[config.mk]
export PLATFORM = sky130hd
export DESIGN_NAME = ilg_gain_switch
export DESIGN_NICKNAME = d
export VERILOG_FILES = /design/src/verilog/ilg_pkg.sv /design/src/verilog/ilg_gain_switch.sv
export SDC_FILE = /design/constraint.sdc
export NUM_CORES = 2
export LEC_CHECK = 0
export ABC_AREA = 0
export BUFFER_PORTS_ARGS = -buffer_cell sky130_fd_sc_hd__buf_2
export CELL_PAD_IN_SITES_DETAIL_PLACEMENT = 1
export CELL_PAD_IN_SITES_GLOBAL_PLACEMENT = 1
export CORE_MARGIN = 5
export CORE_UTILIZATION = 48
export DETAILED_ROUTE_END_ITERATION = 8
export HOLD_SLACK_MARGIN = 0.15
export PLACE_DENSITY_LB_ADDON = 0.15
export SYNTH_ARGS = -nofsm -noshare
export SYNTH_HDL_FRONTEND = slang
export SYNTH_SLANG_ARGS = --single-unit
[constraint.sdc]
create_clock -name clk -period 14.16 [get_ports clk]
set_clock_uncertainty 0.05 [all_clocks]
set_input_delay 0.708 -clock clk [delete_from_list [all_inputs] [get_ports clk]]
set_output_delay 0.708 -clock clk [all_outputs]
set_load 0.01 [all_outputs]
[src/verilog/ilg_pkg.sv]
// Constants, register map and types for the input level gain switch.
package ilg_pkg;

  // ----------------------------------------------------------------
  // Structure
  // ----------------------------------------------------------------
  localparam int NPORT      = 4;
  localparam int NCIRC      = 8;
  localparam int MANT_W     = 14;
  localparam int EXP_W      = 3;
  localparam int SCALE_W    = 5;
  localparam int SHIFT_W    = 5;
  localparam int DLY_W      = 3;
  localparam int HIST_LEN   = 7;
  localparam int ADDR_W     = 10;
  localparam int DATA_W     = 32;
  localparam int OFF_W      = 8;
  localparam int SYNC_LEN   = 3;

  // ----------------------------------------------------------------
  // Register offsets, port select in address bits 9:8
  // ----------------------------------------------------------------
  localparam logic [7:0] OFF_SCALE   = 8'h92;
  localparam logic [7:0] OFF_CTRL    = 8'h93;
  localparam logic [7:0] OFF_UPPER_P = 8'h94;
  localparam logic [7:0] OFF_LOWER_P = 8'h95;
  localparam logic [7:0] OFF_DWELL_P = 8'h96;
  localparam logic [7:0] OFF_UPPER_S = 8'h97;
  localparam logic [7:0] OFF_LOWER_S = 8'h98;
  localparam logic [7:0] OFF_DWELL_S = 8'h99;
  localparam logic [7:0] OFF_STATUS  = 8'h9A;

  // ----------------------------------------------------------------
  // Field positions
  // ----------------------------------------------------------------
  localparam int SCALE_LOUD_LSB  = 0;
  localparam int SCALE_QUIET_LSB = 5;
  localparam int CTRL_INV_BIT    = 0;
  localparam int CTRL_ILV_BIT    = 1;
  localparam int CTRL_DLY_LSB    = 2;

  // ----------------------------------------------------------------
  // Reset values and fixed numbers
  // ----------------------------------------------------------------
  localparam logic [2*SCALE_W-1:0] RST_SCALE = 10'h000;
  localparam logic [MANT_W-1:0]    RST_UPPER = 14'h3FFF;
  localparam logic [MANT_W-1:0]    RST_LOWER = 14'h0000;
  localparam logic [EXP_W-1:0]     EXP_MAX   = 3'h7;

  typedef enum logic [1:0] {
    ILG_QUIET = 2'b00,
    ILG_HELD  = 2'b01,
    ILG_DWELL = 2'b10
  } ilg_lvl_t;

endpackage
[src/verilog/ilg_gain_switch.sv]
// Level detection, dwell hysteresis and exponent scaling for four input ports.
//
// What this block does
// - Indicator sets when sample reaches upper threshold.
// - Indicator holds until input drops below lower.
// - Below lower starts dwell count before release.
// - Rising above lower resets the dwell count.
// - Dwell counts down; release at zero.
// - Quiet scale bits 9:5, loud 4:0.
// - Eight circuits; interleave drives secondary indicator.
// - Primary watches qualifier low, secondary high.
// - No interleave: secondary is primary's complement.
// - Thresholds compare raw unfiltered input samples.
// - Scale switch delayed zero to seven port clocks.
// - Port takes 14-bit mantissa, 3-bit exponent, qualifier.
// - Ports A,B on first clock, C,D second.
// - Exponent adjusted by selected scale before filter.
// - Invert set shifts left as exponent grows.
// - Inverted shift is mod(7-exp+scale, 32).
`timescale 1ns/100ps

module ilg_gain_switch
  import ilg_pkg::*;
#(
  parameter int DWELL_W = 16,
  parameter int OUT_W   = 24
) (
  input  wire logic                             clk,
  input  wire logic                             nrst,
  input  wire logic                             ce,
  input  wire logic                             port_ab_clock,
  input  wire logic                             port_cd_clock,
  input  wire logic [NPORT-1:0][MANT_W-1:0]     mantissa,
  input  wire logic [NPORT-1:0][EXP_W-1:0]      exponent,
  input  wire logic [NPORT-1:0]                 input_qualifier,
  input  wire logic [ADDR_W-1:0]                reg_addr,
  input  wire logic [DATA_W-1:0]                reg_wdata,
  input  wire logic                             reg_write,
  input  wire logic                             reg_read,
  output logic      [DATA_W-1:0]                reg_rdata,
  output logic      [NPORT-1:0]                 level_flag_primary,
  output logic      [NPORT-1:0]                 level_flag_secondary,
  output logic      [NPORT-1:0][OUT_W-1:0]      scaled_data,
  output logic      [NPORT-1:0]                 scaled_valid
);

  // ----------------------------------------------------------------
  // Helpers
  // ----------------------------------------------------------------
  function automatic logic [MANT_W-1:0] mag_of(input logic [MANT_W-1:0] m);
    mag_of = m[MANT_W-1] ? MANT_W'(~m + 1'b1) : m;
  endfunction

  function automatic logic [SHIFT_W-1:0] shift_of(input logic [EXP_W-1:0] e,
                                                  input logic             inv,
                                                  input logic [SCALE_W-1:0] sc);
    logic [EXP_W-1:0] ee;
    ee       = inv ? EXP_MAX - e : e;
    shift_of = SHIFT_W'({2'b00, ee} + sc);
  endfunction

  // ----------------------------------------------------------------
  // Input synchronisers
  // ----------------------------------------------------------------
  logic [SYNC_LEN-1:0] ab_sync_q;
  logic [SYNC_LEN-1:0] cd_sync_q;
  logic                ab_lvl_q;
  logic                cd_lvl_q;
  logic [SYNC_LEN-1:0] qual_sync_q [NPORT];
  logic [NPORT-1:0]    qual_lvl_q;
  logic [MANT_W-1:0]   mant_sync_q [NPORT][SYNC_LEN];
  logic [EXP_W-1:0]    exp_sync_q  [NPORT][SYNC_LEN];

  always_ff @(posedge clk or negedge nrst) begin
    if (!nrst) begin
      ab_sync_q <= '0;
      cd_sync_q <= '0;
      ab_lvl_q  <= 1'b0;
      cd_lvl_q  <= 1'b0;
    end else if (ce) begin
      ab_sync_q <= {ab_sync_q[SYNC_LEN-2:0], port_ab_clock};
      cd_sync_q <= {cd_sync_q[SYNC_LEN-2:0], port_cd_clock};
      if (ab_sync_q[1] == ab_sync_q[2]) ab_lvl_q <= ab_sync_q[2];
      if (cd_sync_q[1] == cd_sync_q[2]) cd_lvl_q <= cd_sync_q[2];
    end
  end

  always_ff @(posedge clk or negedge nrst) begin
    if (!nrst) begin
      for (int p = 0; p < NPORT; p++) begin
        qual_sync_q[p] <= '0;
        qual_lvl_q[p]  <= 1'b0;
        for (int s = 0; s < SYNC_LEN; s++) begin
          mant_sync_q[p][s] <= '0;
          exp_sync_q[p][s]  <= '0;
        end
      end
    end else if (ce) begin
      for (int p = 0; p < NPORT; p++) begin
        qual_sync_q[p]    <= {qual_sync_q[p][SYNC_LEN-2:0], input_qualifier[p]};
        mant_sync_q[p][0] <= mantissa[p];
        exp_sync_q[p][0]  <= exponent[p];
        for (int s = 1; s < SYNC_LEN; s++) begin
          mant_sync_q[p][s] <= mant_sync_q[p][s-1];
          exp_sync_q[p][s]  <= exp_sync_q[p][s-1];
        end
        if (qual_sync_q[p][1] == qual_sync_q[p][2]) qual_lvl_q[p] <= qual_sync_q[p][2];
      end
    end
  end

  // Each port samples on the rising edge of its own port clock.
  logic             ab_rise;
  logic             cd_rise;
  logic [NPORT-1:0] port_stb;

  assign ab_rise = ab_sync_q[1] & ab_sync_q[2] & ~ab_lvl_q;
  assign cd_rise = cd_sync_q[1] & cd_sync_q[2] & ~cd_lvl_q;
  assign port_stb = {cd_rise, cd_rise, ab_rise, ab_rise};

  // ----------------------------------------------------------------
  // Configuration registers
  // ----------------------------------------------------------------
  logic [2*SCALE_W-1:0] scale_q [NPORT];
  logic [NPORT-1:0]     inv_q;
  logic [NPORT-1:0]     ilv_q;
  logic [DLY_W-1:0]     dly_q   [NPORT];
  logic [MANT_W-1:0]    upper_q [NCIRC];
  logic [MANT_W-1:0]    lower_q [NCIRC];
  logic [DWELL_W-1:0]   dwell_q [NCIRC];

  logic [1:0]           acc_port;
  logic [OFF_W-1:0]     acc_off;

  assign acc_port = reg_addr[ADDR_W-1:OFF_W];
  assign acc_off  = reg_addr[OFF_W-1:0];

  always_ff @(posedge clk or negedge nrst) begin
    if (!nrst) begin
      for (int p = 0; p < NPORT; p++) begin
        scale_q[p] <= RST_SCALE;
        inv_q[p]   <= 1'b0;
        ilv_q[p]   <= 1'b0;
        dly_q[p]   <= '0;
      end
      for (int c = 0; c < NCIRC; c++) begin
        upper_q[c] <= RST_UPPER;
        lower_q[c] <= RST_LOWER;
        dwell_q[c] <= '0;
      end
    end else if (ce && reg_write) begin
      case (acc_off)
        OFF_SCALE:   scale_q[acc_port] <= reg_wdata[2*SCALE_W-1:0];
        OFF_CTRL: begin
          inv_q[acc_port] <= reg_wdata[CTRL_INV_BIT];
          ilv_q[acc_port] <= reg_wdata[CTRL_ILV_BIT];
          dly_q[acc_port] <= reg_wdata[CTRL_DLY_LSB +: DLY_W];
        end
        OFF_UPPER_P: upper_q[{acc_port, 1'b0}] <= reg_wdata[MANT_W-1:0];
        OFF_LOWER_P: lower_q[{acc_port, 1'b0}] <= reg_wdata[MANT_W-1:0];
        OFF_DWELL_P: dwell_q[{acc_port, 1'b0}] <= reg_wdata[DWELL_W-1:0];
        OFF_UPPER_S: upper_q[{acc_port, 1'b1}] <= reg_wdata[MANT_W-1:0];
        OFF_LOWER_S: lower_q[{acc_port, 1'b1}] <= reg_wdata[MANT_W-1:0];
        OFF_DWELL_S: dwell_q[{acc_port, 1'b1}] <= reg_wdata[DWELL_W-1:0];
        default: ;
      endcase
    end
  end

  // ----------------------------------------------------------------
  // Gain control circuits
  // ----------------------------------------------------------------
  ilg_lvl_t           lvl_q  [NCIRC];
  logic [DWELL_W-1:0] cnt_q  [NCIRC];
  logic [NCIRC-1:0]   circ_en;
  logic [NCIRC-1:0]   active;
  logic [MANT_W-1:0]  circ_mag [NCIRC];

  // Even circuit sees qualifier-low samples, odd circuit qualifier-high ones.
  always_comb begin
    for (int c = 0; c < NCIRC; c++) begin
      if (c % 2 == 1) begin
        circ_en[c] = port_stb[c/2] & ilv_q[c/2] & qual_lvl_q[c/2];
      end else begin
        circ_en[c] = port_stb[c/2] & ~(ilv_q[c/2] & qual_lvl_q[c/2]);
      end
      circ_mag[c] = mag_of(mant_sync_q[c/2][SYNC_LEN-1]);
      active[c]   = (lvl_q[c] != ILG_QUIET);
    end
  end

  always_ff @(posedge clk or negedge nrst) begin
    if (!nrst) begin
      for (int c = 0; c < NCIRC; c++) begin
        lvl_q[c] <= ILG_QUIET;
        cnt_q[c] <= '0;
      end
    end else if (ce) begin
      for (int c = 0; c < NCIRC; c++) begin
        if (circ_en[c]) begin
          case (lvl_q[c])
            ILG_QUIET: begin
              if (circ_mag[c] >= upper_q[c]) lvl_q[c] <= ILG_HELD;
            end
            ILG_HELD: begin
              if (circ_mag[c] < lower_q[c]) begin
                if (dwell_q[c] <= DWELL_W'(1)) begin
                  lvl_q[c] <= ILG_QUIET;
                end else begin
                  lvl_q[c] <= ILG_DWELL;
                  cnt_q[c] <= DWELL_W'(dwell_q[c] - 1'b1);
                end
              end
            end
            ILG_DWELL: begin
              if (circ_mag[c] >= lower_q[c]) begin
                lvl_q[c] <= ILG_HELD;
                cnt_q[c] <= '0;
              end else if (cnt_q[c] == DWELL_W'(1)) begin
                lvl_q[c] <= ILG_QUIET;
                cnt_q[c] <= '0;
              end else begin
                cnt_q[c] <= DWELL_W'(cnt_q[c] - 1'b1);
              end
            end
            default: begin
              lvl_q[c] <= ILG_QUIET;
              cnt_q[c] <= '0;
            end
          endcase
        end
      end
    end
  end

  // ----------------------------------------------------------------
  // Indicator outputs
  // ----------------------------------------------------------------
  always_ff @(posedge clk or negedge nrst) begin
    if (!nrst) begin
      level_flag_primary   <= '0;
      level_flag_secondary <= '1;
    end else if (ce) begin
      for (int p = 0; p < NPORT; p++) begin
        level_flag_primary[p] <= active[2*p];
        if (ilv_q[p]) begin
          level_flag_secondary[p] <= active[2*p+1];
        end else begin
          level_flag_secondary[p] <= ~active[2*p];
        end
      end
    end
  end

  // ----------------------------------------------------------------
  // Scale selection delay and exponent shifting
  // ----------------------------------------------------------------
  logic [HIST_LEN-1:0] hist_q [NPORT];
  logic [NPORT-1:0]    sel_now;
  logic [NPORT-1:0]    sel_dly;
  logic [SCALE_W-1:0]  scale_sel [NPORT];
  logic [SHIFT_W-1:0]  shift_amt [NPORT];

  always_comb begin
    for (int p = 0; p < NPORT; p++) begin
      sel_now[p] = (ilv_q[p] & qual_lvl_q[p]) ? active[2*p+1] : active[2*p];
      if (dly_q[p] == '0) begin
        sel_dly[p] = sel_now[p];
      end else begin
        sel_dly[p] = hist_q[p][dly_q[p] - 1'b1];
      end
      scale_sel[p] = sel_dly[p] ? scale_q[p][SCALE_LOUD_LSB +: SCALE_W]
                                : scale_q[p][SCALE_QUIET_LSB +: SCALE_W];
      shift_amt[p] = shift_of(exp_sync_q[p][SYNC_LEN-1], inv_q[p], scale_sel[p]);
    end
  end

  // The delay line advances once per sample, so the delay is in port clocks.
  always_ff @(posedge clk or negedge nrst) begin
    if (!nrst) begin
      for (int p = 0; p < NPORT; p++) hist_q[p] <= '0;
    end else if (ce) begin
      for (int p = 0; p < NPORT; p++) begin
        if (port_stb[p]) hist_q[p] <= {hist_q[p][HIST_LEN-2:0], sel_now[p]};
      end
    end
  end

  // Mantissa is left-aligned in a wider word so right shifts keep fraction bits.
  always_ff @(posedge clk or negedge nrst) begin
    if (!nrst) begin
      scaled_data  <= '0;
      scaled_valid <= '0;
    end else if (ce) begin
      scaled_valid <= port_stb;
      for (int p = 0; p < NPORT; p++) begin
        if (port_stb[p]) begin
          scaled_data[p] <= OUT_W'($signed({mant_sync_q[p][SYNC_LEN-1], {(OUT_W-MANT_W){1'b0}}})
                                   >>> shift_amt[p]);
        end
      end
    end
  end

  // ----------------------------------------------------------------
  // Register read-back
  // ----------------------------------------------------------------
  always_ff @(posedge clk or negedge nrst) begin
    if (!nrst) begin
      reg_rdata <= '0;
    end else if (ce) begin
      reg_rdata <= '0;
      if (reg_read) begin
        case (acc_off)
          OFF_SCALE:   reg_rdata <= DATA_W'(scale_q[acc_port]);
          OFF_CTRL:    reg_rdata <= DATA_W'({dly_q[acc_port], ilv_q[acc_port], inv_q[acc_port]});
          OFF_UPPER_P: reg_rdata <= DATA_W'(upper_q[{acc_port, 1'b0}]);
          OFF_LOWER_P: reg_rdata <= DATA_W'(lower_q[{acc_port, 1'b0}]);
          OFF_DWELL_P: reg_rdata <= DATA_W'(dwell_q[{acc_port, 1'b0}]);
          OFF_UPPER_S: reg_rdata <= DATA_W'(upper_q[{acc_port, 1'b1}]);
          OFF_LOWER_S: reg_rdata <= DATA_W'(lower_q[{acc_port, 1'b1}]);
          OFF_DWELL_S: reg_rdata <= DATA_W'(dwell_q[{acc_port, 1'b1}]);
          OFF_STATUS:  reg_rdata <= DATA_W'({lvl_q[{acc_port, 1'b1}], lvl_q[{acc_port, 1'b0}]});
          default:     reg_rdata <= '0;
        endcase
      end
    end
  end

endmodule // ilg_gain_switch

==> results.md <==
* Synth-to-Final Area Change at 11.9%
* Number of instances in the synthesized netlist at 5450
* Overall via count from detail_route at 45300
* Combinational cell fraction of total power at 0.294
* Fmax at 0.169 GHz
* Most common cell after layout, fill and taps aside: sky130_fd_sc_hd__dfrtp_1
* Clock Root Buffer: sky130_fd_sc_hd__clkbuf_16
* Count of fill cells added during filler insertion at 12400
* Worst Path Arrival at 6.48 ns
* Sequential fraction of design power at 0.374
* Power density of the placed cells at 145 nW/um2
* Post-CTS Resized at 0
* Mux contribution to synthesized area at 0.175
* Die Footprint at 123000 um2
* Post-synthesis instance area at 55600 um2
* RSZ-0062 raised after global routing: false
* Setup violators final at 0
* Register clock-pin slew on the reported worst setup and hold paths at 0.06 ns
* Register-to-register setup slack at 8.25 ns
* Count of input and output buffers at 228
* Number of iterations in the first detailed-routing pass at 6
* Seq/Total Area, Yosys at 0.423
* Design Area, Final at 62200 um2
* Worst hold path class: in2reg
* Fraction of the cycle the final worst path needs at 0.417
* Area of combinational cells with multiple inputs at 29600 um2
* Final critical-path required period at 5.91 ns
* Filler-free cell count of the finished design at 7209
* Worst Setup Start Kind: register
* Status: finished clean
* Wire length of the first global-routing pass at 295 mm
* Total length of routed wires at 198 mm
* Placement Rows at 124
* Number of max-slew violations in the final report at 0
* Synthesized area per cell at 10.2 um2
* Number of buffers and inverters on the critical path at 2
* Ys async rst share at 1.00
* Clock network fraction of total power at 0.332
* Internal power at 5.80 mW
* Pin count of the biggest net entering global routing at 168
* Switching Fraction at 0.356
* Largest buffer count on any clock path at 3
* Count of flip-flops with a built-in enable after synthesis at 0
* Type of element capturing the critical path: register
* Most frequent cells in the layout: 818 x sky130_fd_sc_hd__dfrtp_1, 542 x sky130_fd_sc_hd__nand2_1, 503 x sky130_fd_sc_hd__mux2_2, 432 x sky130_fd_sc_hd__o21ai_0, 358 x sky130_fd_sc_hd__inv_1
* Maxcap violations at 0
* Slowest library cell on the worst path: sky130_fd_sc_hd__a211oi_2
* Post-synthesis xor/xnor area fraction at 0.0290
* Sequence of cells on the critical path: buf_4, clkinv_1, a21o_1, xnor2_1, ha_1, a21o_1, a21o_1, a21o_1, a211oi_1, o21a_1, nand2_1, a211oi_2, nand2_1, o2bb2ai_1
* Leakage power figure at 29.0 nW
* DRC violation count after routing at 0
* Overall die width at 350 um
* Top cell type by total area after synthesis: sky130_fd_sc_hd__dfrtp_1
* Top FF cell, synth: sky130_fd_sc_hd__dfrtp_1
* Slew at the pin closest to its max-slew limit at 1.27 ns
* Aggregate global-route resource usage at 0.317
* Net count reported at finish at 6042
* Die Height at 350 um
* Crit-path max cell delay at 0.87 ns
* Routed wire per std cell at 27.5 um
* Fraction of final layout cells with drive strength greater than 1 at 0.221
* Sum of net half-perimeters after detailed placement at 142 mm
* Initial core utilization at 0.485
* Boundary pin count at 261
* Core outline area at 115000 um2
* CTS tree: yes
* Fraction of synthesized cell area taken by the top area cell type at 0.368
* Combinational family with the most area after synthesis: multiplexers
* Normalized max-slew margin at 0.153
* Data required time at the worst endpoint at 14.73 ns
* Flops & latches, synth at 934
* Reg area at 23500 um2
* Largest vdd supply drop at 117 uV
* Number of buffers inserted during clock tree synthesis at 106
* Antenna violations before repair at 12
* Post-Synth Adder-Cell Area at 0.0721
* Critical path peak fanout at 27
* CTS Sinks at 934
* Switching power summed over all nets at 3.21 mW
* Simple logic cell fraction of the synthesized area at 0.119
* Setup TNS at 0 ns
* Cell count after placement at 6975
* GRT Residual Overflow at 0
* Remaining antenna violation count at 0
* Max H-tree Level at 3
* Via count of the first global-routing pass at 46100
* Category of the critical setup timing path: reg2reg
* Count of final hold-check violations at 0
* Detailed router's first-iteration violation count at 4122
* Kind of cell adding the most delay to the critical path: compound AO/OA/AOI/OAI gates
* Cell area reported after detailed placement at 58100 um2
* Fraction of the mapped netlist area in compound gates at 0.136
* GPL Wtd Cong at 0.962
* CP dominant cell by count: sky130_fd_sc_hd__a21o_1
* Detailed-route vias per instance at 6.28
* Clock latency on the worst-skew pair at 0.73 ns
* YS warnings at 0
* Ranking of synthesized cells by area: sky130_fd_sc_hd__dfrtp_1 37%, sky130_fd_sc_hd__mux2_2 10%, sky130_fd_sc_hd__ha_1 7.1%
* Post-synthesis cell type count at 92
[per-layer routing]
layer / GRT usage / up-vias / routed length (um)
met2: 0.480 / 1680 / 86200
met4: 0.125 / 8 / 9270
met1: 0.445 / 23300 / 85200
met5: 0 / - / 55
li1: - / 19900 / -
met3: 0.0722 / 367 / 17200
[final timing paths]
kind	start	endpoint	cells past startpoint
max	mant_sync_q[97]	cnt_q[84]	14
min	mantissa[2]	mant_sync_q[156]	2
max reg2reg	mant_sync_q[97]	cnt_q[84]	14
min reg2reg	scaled_data[18]	scaled_data[18]	2
max in group asynchronous	nrst	mant_sync_q[25]	5
min in group asynchronous	nrst	cnt_q[121]	2
[worst reg2reg max path, stage by stage (launching register included)]
cell and delay (ns):
sky130_fd_sc_hd__dfrtp_1 0.32, sky130_fd_sc_hd__buf_4 0.30, sky130_fd_sc_hd__clkinv_1 0.50, sky130_fd_sc_hd__a21o_1 0.32, sky130_fd_sc_hd__xnor2_1 0.83, sky130_fd_sc_hd__ha_1 0.42, sky130_fd_sc_hd__a21o_1 0.17, sky130_fd_sc_hd__a21o_1 0.18
sky130_fd_sc_hd__a21o_1 0.18, sky130_fd_sc_hd__a211oi_1 0.31, sky130_fd_sc_hd__o21a_1 0.29, sky130_fd_sc_hd__nand2_1 0.10, sky130_fd_sc_hd__a211oi_2 0.87, sky130_fd_sc_hd__nand2_1 0.66, sky130_fd_sc_hd__o2bb2ai_1 0.31
[state kept, by name, indices dropped and copies added, names as in the netlist, 2 cells and up]
name	count
mant_sync_q	168
cnt_q	128
dwell_q	128
lower_q	112
upper_q	112
scaled_data	96
scale_q	40
exp_sync_q	36
hist_q	28
lvl_q	16
reg_rdata	16
dly_q	12
qual_sync_q	12
ilv_q	4
inv_q	4
level_flag_primary	4
level_flag_secondary	4
qual_lvl_q	4
ab_sync_q	3
cd_sync_q	3
scaled_valid	2
[layout make-up]
type                            count  share of cell area
Inverter                          360              0.0217
Sequential cell                   934               0.378
Antenna cell                        3            0.000121
Timing Repair Buffer              330              0.0328
Multi-Input combinational cell   3871               0.476
Clock inverter                     47              0.0109
Clock buffer                      152              0.0495
Tap cell                         1512              0.0304
[metrics by stage]
| step | setup slack [ns] | power (mW) | hold WS, ns | util |
|---|---|---|---|---|
| 6_report | 8.25 | 9.02 | 0.177 | 0.542 |
| 5_1_grt | 7.98 | 9.47 | 0.161 | 0.542 |
| 4_1_cts | 8.37 | 9.04 | 0.150 | 0.542 |
| 3_5_place_dp | 8.43 | 6.01 | 0.416 | 0.507 |
| 3_3_place_gp | 8.48 | 5.91 | 0.410 | 0.507 |
| 2_1_floorplan | 9.49 | 5.02 | 0.362 | - |
[kinds of logic (layout without fill, tap and decap cells)]
group / count (synthesis) / after routing
buffers and inverters: 660 / 889
XOR/XNOR: 183 / 183
multiplexers: 755 / 755
flip-flops: 934 / 934
AND/OR/NAND/NOR: 1409 / 1409
AO/OA/AOI/OAI: 1190 / 1190
other: 1 / 19
adder cells (fa/ha/maj): 318 / 318
[timing repair]
item | 4_1_cts | 5_1_grt
endpoints found under the hold margin | 131 | 0
hold buffers | 32 | 0
buffers inserted | 0 | 0
[cells in the mapped netlist, drive strengths merged, types with 14 or more instances]
library cell,number
buf,61
a31oi,28
xor2,89
nor2b,42
nand4,36
a22oi,73
o31ai,21
o21a,24
dfrtp,818
o211ai,17
nand3,60
a32oi,18
a211oi,36
nand2,542
a21o,65
o22ai,51
and2,16
mux4,120
nand3b,21
xnor2,94
ha,314
or3,47
o21ai,443
dfstp,116
or2,14
nor3,138
mux2i,131
mux2,504
nor4,61
a22o,18
inv,358
nor2,319
nand2b,35
o2bb2ai,84
or4,29
a221o,14
a21oi,205
and3,17
clkbuf,239
[power groups by stage]
stage	Sequential (mW)	Combinational (mW)	Clock (mW)
global route	3.41	2.91	3.15
finish	3.37	2.65	2.99
floorplan	3.34	1.68	0
CTS	3.37	2.64	3.04
detailed placement	3.41	2.60	0
global placement	3.39	2.52	0
No activity file was read; power rests on OpenSTA's default activity.
